[src/hdl/card_attr_params.svh]
// Offsets, field positions, reset values and timing counts of the card attribute port
`ifndef CARD_ATTR_PARAMS_SVH
`define CARD_ATTR_PARAMS_SVH
`define ADDR_W            11
`define ATTR_CFG_BASE     11'h200
`define ADDR_STATUS       11'h202
`define ADDR_CHANGE       11'h204
`define ADDR_SOCKET       11'h206
`define ADDR_CFG_SEL_BIT  9
`define ST_CHANGED_BIT    7
`define ST_CHANGE_SIGNAL_ENABLE_BIT     6
`define ST_BYTEMODE_BIT   5
`define ST_PWRSAVE_BIT    2
`define ST_INT_BIT        1
`define ST_RESET          8'h00
`define CH_RCHG_BIT       5
`define CH_WPCHG_BIT      4
`define CH_ONES_MASK      8'h0c
`define CH_RSTATE_BIT     1
`define CH_WPSTATE_BIT    0
`define CH_RESET          8'h0c
`define SK_DRIVE_BIT      4
`define SK_RESET          8'h00
`define CLK_PERIOD_NS     4
`define PWR_SETTLE_NS     400
`define PWR_SETTLE_CYC    ((`PWR_SETTLE_NS + `CLK_PERIOD_NS - 1) / `CLK_PERIOD_NS)
`define IDLE_TIME_NS      1000000
`define IDLE_CYC          (`IDLE_TIME_NS / `CLK_PERIOD_NS)
`endif

[src/hdl/card_attr_pkg.sv]
// Types shared by the card attribute port modules
package card_attr_pkg;
	typedef struct packed {
		logic        reg_space_n;
		logic        low_byte_select_n;
		logic        high_byte_select_n;
		logic        mem_read_n;
		logic        mem_write_n;
		logic        io_read_strobe_n;
		logic        io_write_strobe_n;
		logic [10:0] addr;
		logic [15:0] data;
	} pin_bundle_t;
	typedef enum logic [1:0] {
		PWR_STEADY = 2'b01,
		PWR_MOVE   = 2'b10
	} pwr_state_t;
endpackage

[src/hdl/pin_vec_if.sv]
// Raw and synchronised host pin bundle
`timescale 1ns/100ps
interface pin_vec_if;
	card_attr_pkg::pin_bundle_t raw;
	card_attr_pkg::pin_bundle_t clean;
	modport sync (input raw, output clean);
	modport user (output raw, input clean);
endinterface

[src/hdl/pin_sync.sv]
// Three-stage pin synchroniser that accepts a change once stages two and three agree
`timescale 1ns/100ps
module pin_sync #(
	parameter int W = $bits(card_attr_pkg::pin_bundle_t)
) (
	// Clock and reset
	input  wire logic sys_clk_i,
	input  wire logic rst_i,
	// Pins
	pin_vec_if.sync   pins
);
	import card_attr_pkg::*;
	logic [W-1:0] s1_q, s2_q, s3_q, out_q;
	logic [W-1:0] s1_d, s2_d, s3_d, out_d;

	if (W != $bits(pin_bundle_t)) begin : g_bad_w
		$error("pin_sync width must match the pin bundle");
	end

	// First stage feeds only the second; filtering looks at stages two and three
	always_comb begin
		s1_d = pins.raw;
		s2_d = s1_q;
		s3_d = s2_q;
		for (int i = 0; i < W; i++) begin
			out_d[i] = (s2_q[i] == s3_q[i]) ? s3_q[i] : out_q[i];
		end
	end

	// Idle bus levels: all strobes and selects high
	always_ff @(posedge sys_clk_i) begin
		if (rst_i) begin
			s1_q  <= {7'h7f, {(W-7){1'b0}}};
			s2_q  <= {7'h7f, {(W-7){1'b0}}};
			s3_q  <= {7'h7f, {(W-7){1'b0}}};
			out_q <= {7'h7f, {(W-7){1'b0}}};
		end else begin
			s1_q  <= s1_d;
			s2_q  <= s2_d;
			s3_q  <= s3_d;
			out_q <= out_d;
		end
	end

	assign pins.clean = out_q;
endmodule

[src/hdl/card_attribute_config_port.sv]
// Card attribute memory configuration registers, power state and I/O lane steering
`timescale 1ns/100ps
`include "card_attr_params.svh"
module card_attribute_config_port #(
	parameter int IDLE_CYCLES = `IDLE_CYC
) (
	// Clock and reset
	input  wire logic        sys_clk_i,
	input  wire logic        rst_i,
	// Host pins
	input  wire logic        reg_space_n_i,
	input  wire logic        low_byte_select_n_i,
	input  wire logic        high_byte_select_n_i,
	input  wire logic        mem_read_n_i,
	input  wire logic        mem_write_n_i,
	input  wire logic        io_read_strobe_n_i,
	input  wire logic        io_write_strobe_n_i,
	input  wire logic [10:0] addr_i,
	input  wire logic [15:0] data_i,
	output logic      [15:0] data_o,
	output logic      [1:0]  data_oe_o,
	output logic             wide_port_ack_n_o,
	output logic             card_irq_line_o,
	output logic             status_chg_n_o,
	// Card core
	input  wire logic        core_ready_i,
	input  wire logic        int_req_i,
	input  wire logic        irq_disable_n_i,
	input  wire logic        io_mode_i,
	input  wire logic        dedicated_mode_i,
	input  wire logic        cmd_arrive_i,
	input  wire logic [15:0] io_rd_data_i,
	output logic      [15:0] io_wr_data_o,
	output logic      [1:0]  io_wr_be_o,
	output logic             io_wr_stb_o,
	output logic      [10:0] io_addr_o,
	output logic             power_save_o,
	output logic             drive_number_o
);
	import card_attr_pkg::*;

	localparam logic [15:0] SETTLE_CYC = 16'(`PWR_SETTLE_CYC);

	if (IDLE_CYCLES < 1 || IDLE_CYCLES > 32'h7fffffff) begin : g_bad_idle
		$error("IDLE_CYCLES out of range");
	end

	pin_vec_if pv ();
	pin_bundle_t p;

	assign pv.raw = '{reg_space_n: reg_space_n_i, low_byte_select_n: low_byte_select_n_i,
		high_byte_select_n: high_byte_select_n_i, mem_read_n: mem_read_n_i,
		mem_write_n: mem_write_n_i, io_read_strobe_n: io_read_strobe_n_i,
		io_write_strobe_n: io_write_strobe_n_i, addr: addr_i, data: data_i};

	pin_sync #(
		.W ($bits(pin_bundle_t))
	) u_sync (
		.sys_clk_i (sys_clk_i),
		.rst_i     (rst_i),
		.pins      (pv.sync)
	);

	assign p = pv.clean;

	// Cycle decode
	logic attr_sel, attr_rd, attr_wr, io_sel, io_rd, io_wr;
	logic wr_prev_q, wr_prev_d, iow_prev_q, iow_prev_d;
	logic wr_start, iow_start, cfg_region;

	always_comb begin
		attr_sel   = !p.reg_space_n && !p.low_byte_select_n && !p.addr[0]
			&& !dedicated_mode_i;
		attr_rd    = attr_sel && !p.mem_read_n && p.mem_write_n;
		attr_wr    = attr_sel && p.mem_read_n && !p.mem_write_n;
		cfg_region = p.addr[`ADDR_CFG_SEL_BIT];
		io_sel     = !p.reg_space_n && !(p.low_byte_select_n && p.high_byte_select_n)
			&& !dedicated_mode_i;
		io_rd      = io_sel && !p.io_read_strobe_n && p.io_write_strobe_n;
		io_wr      = io_sel && p.io_read_strobe_n && !p.io_write_strobe_n;
		// One commit per cycle; relies on the host idling strobes between cycles
		wr_prev_d  = attr_wr;
		iow_prev_d = io_wr;
		wr_start   = attr_wr && !wr_prev_q;
		iow_start  = io_wr && !iow_prev_q;
	end

	// Power state, idle timer and ready
	pwr_state_t  pwr_q, pwr_d;
	logic        pwr_act_q, pwr_act_d, auto_q, auto_d;
	logic [15:0] settle_q, settle_d;
	logic [31:0] idle_q, idle_d;
	logic        target, busy, ready_int, activity;

	// Register file
	logic [7:0] status_q, status_d, change_q, change_d, socket_q, socket_d;
	logic       rdy_prev_q, rdy_prev_d, wp_prev_q, wp_prev_d;
	logic       int_pend, rstate, wp_state_toggle_src;

	always_comb begin
		activity = cmd_arrive_i || attr_rd || attr_wr || io_rd || io_wr;
		target   = status_q[`ST_PWRSAVE_BIT] || auto_q;
		pwr_d    = pwr_q;
		pwr_act_d = pwr_act_q;
		settle_d = settle_q;
		auto_d   = auto_q;
		idle_d   = idle_q;
		if (cmd_arrive_i) begin
			auto_d = 1'b0;
		end else if (idle_q == 32'(IDLE_CYCLES - 1) && !auto_q) begin
			auto_d = 1'b1;
		end
		if (activity || auto_q) begin
			idle_d = 32'h0;
		end else if (idle_q != 32'(IDLE_CYCLES - 1)) begin
			idle_d = idle_q + 32'h1;
		end
		unique case (pwr_q)
			PWR_STEADY: begin
				if (target != pwr_act_q) begin
					pwr_d    = PWR_MOVE;
					settle_d = SETTLE_CYC;
				end
			end
			PWR_MOVE: begin
				if (settle_q > 16'h1) begin
					settle_d = settle_q - 16'h1;
				end else begin
					pwr_act_d = target;
					pwr_d     = PWR_STEADY;
				end
			end
			default: begin
				pwr_d = PWR_STEADY;
			end
		endcase
		busy      = (pwr_q == PWR_MOVE) || (target != pwr_act_q);
		ready_int = core_ready_i && !busy;
	end

	always_ff @(posedge sys_clk_i) begin
		if (rst_i) begin
			pwr_q     <= PWR_STEADY;
			pwr_act_q <= 1'b0;
			settle_q  <= 16'h0;
			auto_q    <= 1'b0;
			idle_q    <= 32'h0;
		end else begin
			pwr_q     <= pwr_d;
			pwr_act_q <= pwr_act_d;
			settle_q  <= settle_d;
			auto_q    <= auto_d;
			idle_q    <= idle_d;
		end
	end

	always_comb begin
		// No write-protect switch exists, so its state is a constant zero
		wp_state_toggle_src = 1'b0;
		int_pend   = int_req_i && !irq_disable_n_i;
		rstate     = io_mode_i ? int_pend : ready_int;
		rdy_prev_d = rst_i ? (io_mode_i ? int_pend : core_ready_i) : rstate;
		wp_prev_d  = wp_state_toggle_src;
		status_d   = status_q;
		change_d   = change_q;
		socket_d   = socket_q;
		if (wr_start && cfg_region) begin
			unique case (p.addr)
				`ADDR_STATUS: begin
					status_d[`ST_CHANGE_SIGNAL_ENABLE_BIT]   = p.data[`ST_CHANGE_SIGNAL_ENABLE_BIT];
					status_d[`ST_BYTEMODE_BIT] = p.data[`ST_BYTEMODE_BIT];
					status_d[`ST_PWRSAVE_BIT]  = p.data[`ST_PWRSAVE_BIT];
				end
				`ADDR_CHANGE: begin
					if (p.data[`CH_RSTATE_BIT]) begin
						change_d[`CH_RCHG_BIT] = p.data[`CH_RCHG_BIT];
					end
					if (p.data[`CH_WPSTATE_BIT]) begin
						change_d[`CH_WPCHG_BIT] = p.data[`CH_WPCHG_BIT];
					end
				end
				`ADDR_SOCKET: begin
					socket_d[`SK_DRIVE_BIT] = p.data[`SK_DRIVE_BIT];
				end
				default: begin
				end
			endcase
		end
		// Hardware set wins over a host clear in the same cycle
		if (rstate != rdy_prev_q) begin
			change_d[`CH_RCHG_BIT] = 1'b1;
		end
		if (wp_state_toggle_src != wp_prev_q) begin
			change_d[`CH_WPCHG_BIT] = 1'b1;
		end
	end

	always_ff @(posedge sys_clk_i) begin
		if (rst_i) begin
			status_q   <= `ST_RESET;
			change_q   <= `CH_RESET;
			socket_q   <= `SK_RESET;
			rdy_prev_q <= rdy_prev_d; // Follows the live level so release shows no false edge
			wp_prev_q  <= 1'b0;
			wr_prev_q  <= 1'b0;
			iow_prev_q <= 1'b0;
		end else begin
			status_q   <= status_d;
			change_q   <= change_d;
			socket_q   <= socket_d;
			rdy_prev_q <= rdy_prev_d;
			wp_prev_q  <= wp_prev_d;
			wr_prev_q  <= wr_prev_d;
			iow_prev_q <= iow_prev_d;
		end
	end

	// Read view and pin outputs
	logic [7:0]  st_rd, ch_rd, sk_rd;
	logic [15:0] dout_q, dout_d, iowd_q, iowd_d;
	logic [1:0]  oe_q, oe_d, iobe_q, iobe_d;
	logic        ack_n_q, ack_n_d, irq_q, irq_d, chg_n_q, chg_n_d, iostb_q, iostb_d;
	logic [10:0] ioa_q, ioa_d;
	logic        changed;

	always_comb begin
		changed = change_q[`CH_RCHG_BIT] || change_q[`CH_WPCHG_BIT];
		st_rd   = 8'h00;
		st_rd[`ST_CHANGED_BIT]  = changed;
		st_rd[`ST_CHANGE_SIGNAL_ENABLE_BIT]   = status_q[`ST_CHANGE_SIGNAL_ENABLE_BIT];
		st_rd[`ST_BYTEMODE_BIT] = status_q[`ST_BYTEMODE_BIT];
		st_rd[`ST_PWRSAVE_BIT]  = status_q[`ST_PWRSAVE_BIT];
		st_rd[`ST_INT_BIT]      = int_pend;
		ch_rd   = `CH_ONES_MASK;
		ch_rd[`CH_RCHG_BIT]    = change_q[`CH_RCHG_BIT];
		ch_rd[`CH_WPCHG_BIT]   = change_q[`CH_WPCHG_BIT];
		ch_rd[`CH_RSTATE_BIT]  = rstate;
		ch_rd[`CH_WPSTATE_BIT] = wp_state_toggle_src;
		sk_rd   = 8'h00;
		sk_rd[`SK_DRIVE_BIT]   = socket_q[`SK_DRIVE_BIT];
		dout_d  = 16'h0000;
		oe_d    = 2'b00;
		if (attr_rd) begin
			oe_d = 2'b01;
			unique case (p.addr)
				`ADDR_STATUS: dout_d[7:0] = st_rd;
				`ADDR_CHANGE: dout_d[7:0] = ch_rd;
				`ADDR_SOCKET: dout_d[7:0] = sk_rd;
				default:      dout_d[7:0] = 8'h00;
			endcase
		end else if (io_rd) begin
			unique case ({p.high_byte_select_n, p.low_byte_select_n})
				2'b10: begin
					oe_d        = 2'b01;
					dout_d[7:0] = p.addr[0] ? io_rd_data_i[15:8] : io_rd_data_i[7:0];
				end
				2'b00: begin
					oe_d   = 2'b11;
					dout_d = io_rd_data_i;
				end
				default: begin
					oe_d         = 2'b10;
					dout_d[15:8] = io_rd_data_i[15:8];
				end
			endcase
		end
		// Every I/O port takes both byte and word cycles
		ack_n_d = !(io_mode_i && io_sel);
		irq_d   = io_mode_i && int_pend;
		chg_n_d = !(io_mode_i && changed && status_q[`ST_CHANGE_SIGNAL_ENABLE_BIT]);
		iostb_d = iow_start;
		iowd_d  = iowd_q;
		iobe_d  = iobe_q;
		ioa_d   = ioa_q;
		if (iow_start) begin
			ioa_d = {p.addr[10:1], 1'b0};
			unique case ({p.high_byte_select_n, p.low_byte_select_n})
				2'b10: begin
					iobe_d = p.addr[0] ? 2'b10 : 2'b01;
					iowd_d = {p.data[7:0], p.data[7:0]};
				end
				2'b00: begin
					iobe_d = 2'b11;
					iowd_d = p.data;
				end
				default: begin
					iobe_d = 2'b10;
					iowd_d = {p.data[15:8], 8'h00};
				end
			endcase
		end
	end

	always_ff @(posedge sys_clk_i) begin
		if (rst_i) begin
			dout_q  <= 16'h0000;
			oe_q    <= 2'b00;
			ack_n_q <= 1'b1;
			irq_q   <= 1'b0;
			chg_n_q <= 1'b1;
			iostb_q <= 1'b0;
			iowd_q  <= 16'h0000;
			iobe_q  <= 2'b00;
			ioa_q   <= 11'h000;
		end else begin
			dout_q  <= dout_d;
			oe_q    <= oe_d;
			ack_n_q <= ack_n_d;
			irq_q   <= irq_d;
			chg_n_q <= chg_n_d;
			iostb_q <= iostb_d;
			iowd_q  <= iowd_d;
			iobe_q  <= iobe_d;
			ioa_q   <= ioa_d;
		end
	end

	assign data_o            = dout_q;
	assign data_oe_o         = oe_q;
	assign wide_port_ack_n_o = ack_n_q;
	assign card_irq_line_o   = irq_q;
	assign status_chg_n_o    = chg_n_q;
	assign io_wr_data_o      = iowd_q;
	assign io_wr_be_o        = iobe_q;
	assign io_wr_stb_o       = iostb_q;
	assign io_addr_o         = ioa_q;
	assign power_save_o      = pwr_act_q;
	assign drive_number_o    = socket_q[`SK_DRIVE_BIT];
endmodule

[config.mk]
export PLATFORM = sky130hd
export DESIGN_NAME = card_attribute_config_port
export DESIGN_NICKNAME = d
export VERILOG_FILES = /design/src/hdl/card_attr_pkg.sv /design/src/hdl/pin_vec_if.sv /design/src/hdl/pin_sync.sv /design/src/hdl/card_attribute_config_port.sv
export VERILOG_INCLUDE_DIRS = /design/src /design/src/hdl
export SDC_FILE = /design/constraint.sdc
export NUM_CORES = 1
export LEC_CHECK = 0
export ABC_CLOCK_PERIOD_IN_PS = 2680
export BUFFER_PORTS_ARGS = -buffer_cell sky130_fd_sc_hd__buf_2
export CORE_UTILIZATION = 37
export CTS_CLUSTER_SIZE = 25
export DETAILED_ROUTE_END_ITERATION = 8
export SLEW_MARGIN = 20
export SYNTH_ARGS = -nofsm -noshare
export SYNTH_HDL_FRONTEND = slang
export SYNTH_HIERARCHICAL = 1
export SYNTH_SLANG_ARGS = --single-unit
[constraint.sdc]
create_clock -name sys_clk_i -period 2.68 [get_ports sys_clk_i]
set_input_delay 0 -clock sys_clk_i [delete_from_list [all_inputs] [get_ports sys_clk_i]]
set_output_delay 0 -clock sys_clk_i [all_outputs]
set_load 0.01 [all_outputs]
* Yosys cells after proc, flatten, opt, wreduce, memory -nomap -nowiden
Cells that the tools add are included.
** Storage, ports and cells
- Bits in registers :: 247
- Bits of input ports :: 58
- Output and inout port bits :: 53
** Operators by class
- Add/sub/neg operators :: 2
- $lt $le $gt $ge :: 1
- Equal/unequal tests :: 47
- Muxes and demuxes :: 25
- Bitwise gates (word level) :: 2
- Reduce and logical (&&, ||, !) cells :: 64
** Operators by type and width (count)
- 16-bit one-hot mux with 2 select lines :: 2
- 1-bit equality test :: 34
- 11-bit by 10-bit equality test with 1-bit output (second input constant) :: 3
- 32-bit by 1-bit adder with 32-bit output (second input constant) :: 1
- 32-bit by 18-bit equality test with 1-bit output (second input constant) :: 1
- 16-bit two-way mux :: 2
- 32-bit by 18-bit inequality test with 1-bit output (second input constant) :: 1
- 1-bit logical AND :: 24
- 8-bit two-way mux :: 3
- 8-bit one-hot mux with 3 select lines :: 1
- 16-bit by 1-bit > comparator with 1-bit output (second input constant) :: 1
- 1-bit zero test :: 16
- 8-bit one-hot mux with 2 select lines :: 1
- 16-bit by 1-bit subtractor with 16-bit output (second input constant) :: 1
- 2-bit one-hot mux with 2 select lines :: 3
- 2-bit two-way mux :: 5
- 3-bit AND reduction :: 3
- 1-bit logical OR :: 8
- 1-bit two-way mux :: 8
- 2-bit AND reduction :: 4
- 2-bit nonzero test :: 4
- 2-bit inequality test (second input constant) :: 3
- 2-bit equality test (second input constant) :: 2
- 2-bit OR reduction :: 2
- other kinds (6) :: 8

* Longest topological paths before layout
- Depth in word-level cells :: 12
- Depth in mapped cells :: 8
- Depth with buffers taken out :: 7

* Modules after synthesis
The synthesis kept the hierarchy.
** By module, submodules not included
- card_attribute_config_port :: times used 1, cells each 550, area an instance 4942.2 µm², seq. area each 2222.1 µm²
- pin_sync :: times used 1, cells each 355, area an instance 3950.0 µm², seq. area each 2722.6 µm²

* Worst setup path before layout
OpenSTA, ideal clock, no wires.
- Path kind :: register -> register
- From :: register settle_q[0]
- To :: register settle_q[2]
- Setup time :: 0.131 ns
- Arrival :: 1.763 ns
- Path slack :: 0.786 ns
- Stages on the path, launching flop included :: 9
- Path buffers :: 1
- Clock period less this slack :: 1.894 ns
- Cells stage by stage :: dfxtp_1 -> inv_1 -> ha_1 -> nor2_1 -> nor4_1 -> clkbuf_1 -> nand3_1 -> o32ai_1 -> nor3_1
** On the way
- Cells in the longest elaborated chain, start to end :: 3
- Elaborated cells on any way between the ends :: 6
** RTL lines
- start: declaration :: line card_attribute_config_port.sv:91 : logic [15:0] settle_q, settle_d;
- start signal: assignment :: line card_attribute_config_port.sv:151 : settle_q <= settle_d;
- 16-bit by 1-bit subtractor with 16-bit output or 16-bit by 1-bit > comparator with 1-bit output (tied branches) :: line card_attribute_config_port.sv:127, card_attribute_config_port.sv:126
- 16-bit two-way mux or 2-bit inequality test (tied branches)
- 16-bit one-hot mux with 2 select lines or 3-bit AND reduction (tied branches)
Parallel ways exist; a longest one is shown, timed or not. The select of a mux whose other input is x is not followed.
A chain may end at the register's enable or synchronous reset.

* Worst setup path after layout
- From :: register u_sync.out_q[32] (netlist: u_sync/pins.clean[32])
- To :: register dout_q[14] (netlist: data_o[14])
** On the way
- Cells in the longest elaborated chain, start to end :: 8
- Elaborated cells on any way between the ends :: 15
** RTL lines
- start: declaration :: line pin_sync.sv:13 : logic [W-1:0] s1_q, s2_q, s3_q, out_q;
- start signal: assignment :: line pin_sync.sv:36 : out_q <= {7'h7f, {(W-7){1'b0}}};
- start signal: assignment :: line pin_sync.sv:41 : out_q <= out_d;
- 1-bit logical AND :: line card_attribute_config_port.sv:77 : io_sel = !p.reg_space_n && !(p.low_byte_select_n && p.high_byte_select_n)
- 1-bit zero test :: line card_attribute_config_port.sv:77
- 1-bit logical AND :: line card_attribute_config_port.sv:77
- 1-bit logical AND :: line card_attribute_config_port.sv:78 : && !dedicated_mode_i;
- 1-bit logical AND (2 in a row) :: line card_attribute_config_port.sv:79 : io_rd = io_sel && !p.io_read_strobe_n && p.io_write_strobe_n;
- 1-bit NOT (no source line)
- 4-bit OR reduction (no source line) *
- end signal: assignment :: line card_attribute_config_port.sv:306 : dout_q <= dout_d;
- end: declaration :: line card_attribute_config_port.sv:220 : logic [15:0] dout_q, dout_d, iowd_q, iowd_d;
Mark *: on every way between the ends. The rest lies on a longest branch, timed or not.

==> impl_metrics.tcl <==
set metrics [dict create \
    status "completed" \
    drive_above_1_share_pct 18.0 \
    critPathKind "reg2reg" \
    cts.clk_slew.worst_paths_ns 0.06 \
    clkPwrFrac_pct 46.7 \
    worstPathRequired_ns 3.09 \
    n_fill_cell 2245 \
    ant_nets 0 \
    p_leak_nw 4.36 \
    cp_data_arrival_time_ns 2.88 \
    drtIter0Drc 308 \
    worst_slack_ns 0.216 \
    synthArstFlopShare_pct 0 \
    wl_um 18500 \
    tns_ns 0 \
    final_area_mm2 0.0113 \
    yosysTopAreaCell "dfxtp_1" \
    ioPinCount 111 \
    grt_pass1_wl_um 30200 \
    netlist_instances 905 \
    fmax_mhz 406 \
    setup_violations 0 \
    drc 0 \
    avgSynthCellArea_um2 9.83 \
    hold_violations 0 \
    synth-edff-count 0 \
    place.gp.congestion 0.796 \
    die_area_mm2 0.0247 \
    p_comb_share_pct 3.4 \
    antenna_found_initial 0 \
    p_sw_share_pct 20.4 \
    dp.final_hpwl_um 12000 \
    wl_per_cell_um 13.0 \
    slew_headroom_pct 51.1 \
    die_w_um 157 \
    period_minus_slack_ns 2.46 \
    grt_start_max_net_pins 103 \
    critPathCaptureType "flop" \
    nNetsFinal 1148 \
    core_area_mm2 0.0235 \
    crit_path_start_kind "flop" \
    diodes 0 \
    synth_cell_types 58 \
    cts-root-buf "clkbuf_16" \
    io_buffers 109 \
    ys.flop_type "dfxtp_1" \
    power_switching_mw 1.54 \
    gr-usage-all-layers_pct 15.1 \
    yosys-top-cells-area "dfxtp_1, nor2b_1, a21oi_1, nand2_1, nor2_1" \
    clock_path_buffers 3 \
    die_y_um 157 \
    netlist.area_leader.share_pct 55.6 \
    cts_setup_buffers 0 \
    worstSkewPairLatency_ns 0.53 \
    vias_per_cell 4.65 \
    tritoncts "built" \
    cts_inserted_buffers 26 \
    ys_seq_elements 247 \
    syn_nets 966 \
    num_rows 56 \
    syn_to_final_growth_pct 27.6 \
    intPower_mw 6.02 \
    hp-class "in2reg" \
    grt_setup_unrepaired "no" \
    power_frac_seq_pct 49.9 \
    p_per_area_mw_per_mm2 666 \
    ir_drop_mv 0.521 \
    dr.pass1.iters 5 \
    htree_levels 1 \
    via_count 6620 \
    grt_overflow 0 \
    grt_pass1_vias 6231 \
    initial_utilization_pct 37.8 \
    dp_worst_setup_slack_ns 0.571 \
    netlist_area_mm2 0.00889 \
    tightest_slew_ns 0.728 \
    slew_violations 0 \
    skew_ns 0.00650 \
    min_period_over_period_pct 91.9 \
    ys_seq_area_share_pct 55.6 \
    clock-sinks 247 \
    placed_cell_area_mm2 0.00968 \
    yosysWarnings 6 \
    drv_cap 0 \
    crit_fanout 16 \
]
[Yosys cell counts (13+ instances only)]
master,count
a211oi_1,15
clkbuf_1,21
o21ai_0,35
buf_2,13
nor2b_1,91
nor2_1,70
nand2_1,78
xnor2_1,28
nor3_1,18
a21oi_1,69
nand3b_1,13
nand3_1,22
dfxtp_1,247
mux2i_1,15
[critical path, stage by stage, from the launching register on]
cell	delay (ns)
dfxtp_1	0.44
or4_4	0.63
nor3b_4	0.34
nor4_2	0.17
and2_1	0.22
dlygate4sd3_1	0.55
[path summary, 6_finish.rpt]
check                                            from               to  slack (ns)  cells past startpoint
worst max-delay path            u_sync/pins.clean[32]       data_o[14]        0.22                      5
worst min-delay path                     core_ready_i       rdy_prev_q        0.09                      5
worst max register to register  u_sync/pins.clean[32]       data_o[14]        0.22                      5
worst min register to register        u_sync/s1_q[32]  u_sync/s2_q[32]        0.40                      1
[routing by layer]
layer	global-route usage (%)	routed length, µm	up-vias
met5	0	0	-
met1	20.3	9160	3025
met4	4.48	431	0
li1	-	-	3442
met2	24.7	8230	124
met3	2.62	685	29
[kinds of logic (layout without fill, tap and decap cells)]
group           Yosys count  in the layout  synth area share (%)
compound gates          150            150                  9.91
xor+xnor                 35             35                  3.45
fa+ha+maj                 3              3                 0.422
buf+inv                  55            256                  3.11
flops                   247            247                  55.6
mux                      23             23                  2.70
other cells               1              1                0.0422
simple gates            391            391                  24.8
[repair_timing]
| item | CTS | global route |
|---|---|---|
| resized for setup | 0 | 1 |
| setup endpoints to repair | 0 | 2 |
| hold buffers | 81 | 0 |
| endpoints found under the hold margin | 108 | 0 |
[power by group through the flow]
stage	combinational, mW	sequential [mW]	clock, mW
floorplan	0.121	3.84	0
global placement	0.180	3.85	0
detailed placement	0.180	3.85	0
CTS	0.261	3.77	3.64
global route	0.288	3.77	3.77
finish	0.259	3.77	3.53
[placed cells by master, fill, tap and decap left out, types with 4 or more instances in the layout]
cell type,count
a211oi_1,15
a21oi_1,69
a22oi_1,4
and2_1,11
and3_1,4
and4_1,5
buf_2,108
buf_4,6
clkbuf_1,9
clkbuf_16,26
clkbuf_8,5
clkinv_2,4
dfxtp_1,247
dlygate4sd3_1,81
inv_1,12
mux2_2,8
mux2i_1,15
nand2_1,78
nand2b_1,4
nand3_1,22
nand3b_1,13
nand4_1,12
nor2_1,70
nor2b_1,91
nor3_1,18
nor3_2,6
nor4_1,8
o21ai_0,35
o21ai_1,4
o21bai_1,7
or2_1,11
or2_2,12
or3_1,7
xnor2_1,28
xor2_1,7
[flip-flops by register name, indices dropped and copies added, names as in the netlist, 2 cells and up]
register           flops
idle_q                32
io_addr_o             10
data_o                16
data_oe_o              2
pwr_q                  2
u_sync/s1_q           34
io_wr_be_o             2
status_q               3
u_sync/pins.clean     34
io_wr_data_o          16
u_sync/s3_q           34
settle_q              16
u_sync/s2_q           34
change_q               2
[cell type report]
| class | count | area, µm² | share of cell area (%) |
|---|---|---|---|
| sequential | 247 | 4940 | 43.6 |
| multi-input combinational | 603 | 3680 | 32.5 |
| timing repair buffer | 197 | 1430 | 12.6 |
| clock buffer | 40 | 753 | 6.64 |
| tap | 319 | 399 | 3.52 |
| clock inverter | 7 | 96.3 | 0.849 |
| inverter | 12 | 45.0 | 0.397 |
[through the flow]
stage          utilization, %  cells  power [mW]  hold slack, ns
2_1_floorplan               -    905        3.96          0.0768
3_5_place_dp             41.1   1297        4.03           0.187
3_3_place_gp             41.1   1297        4.03           0.180
5_1_grt                  48.2   1425        7.84           0.116
4_1_cts                  48.2   1425        7.66          0.0691
6_report                 48.2   1425        7.56          0.0929
No activity file was read; power rests on OpenSTA's default activity.
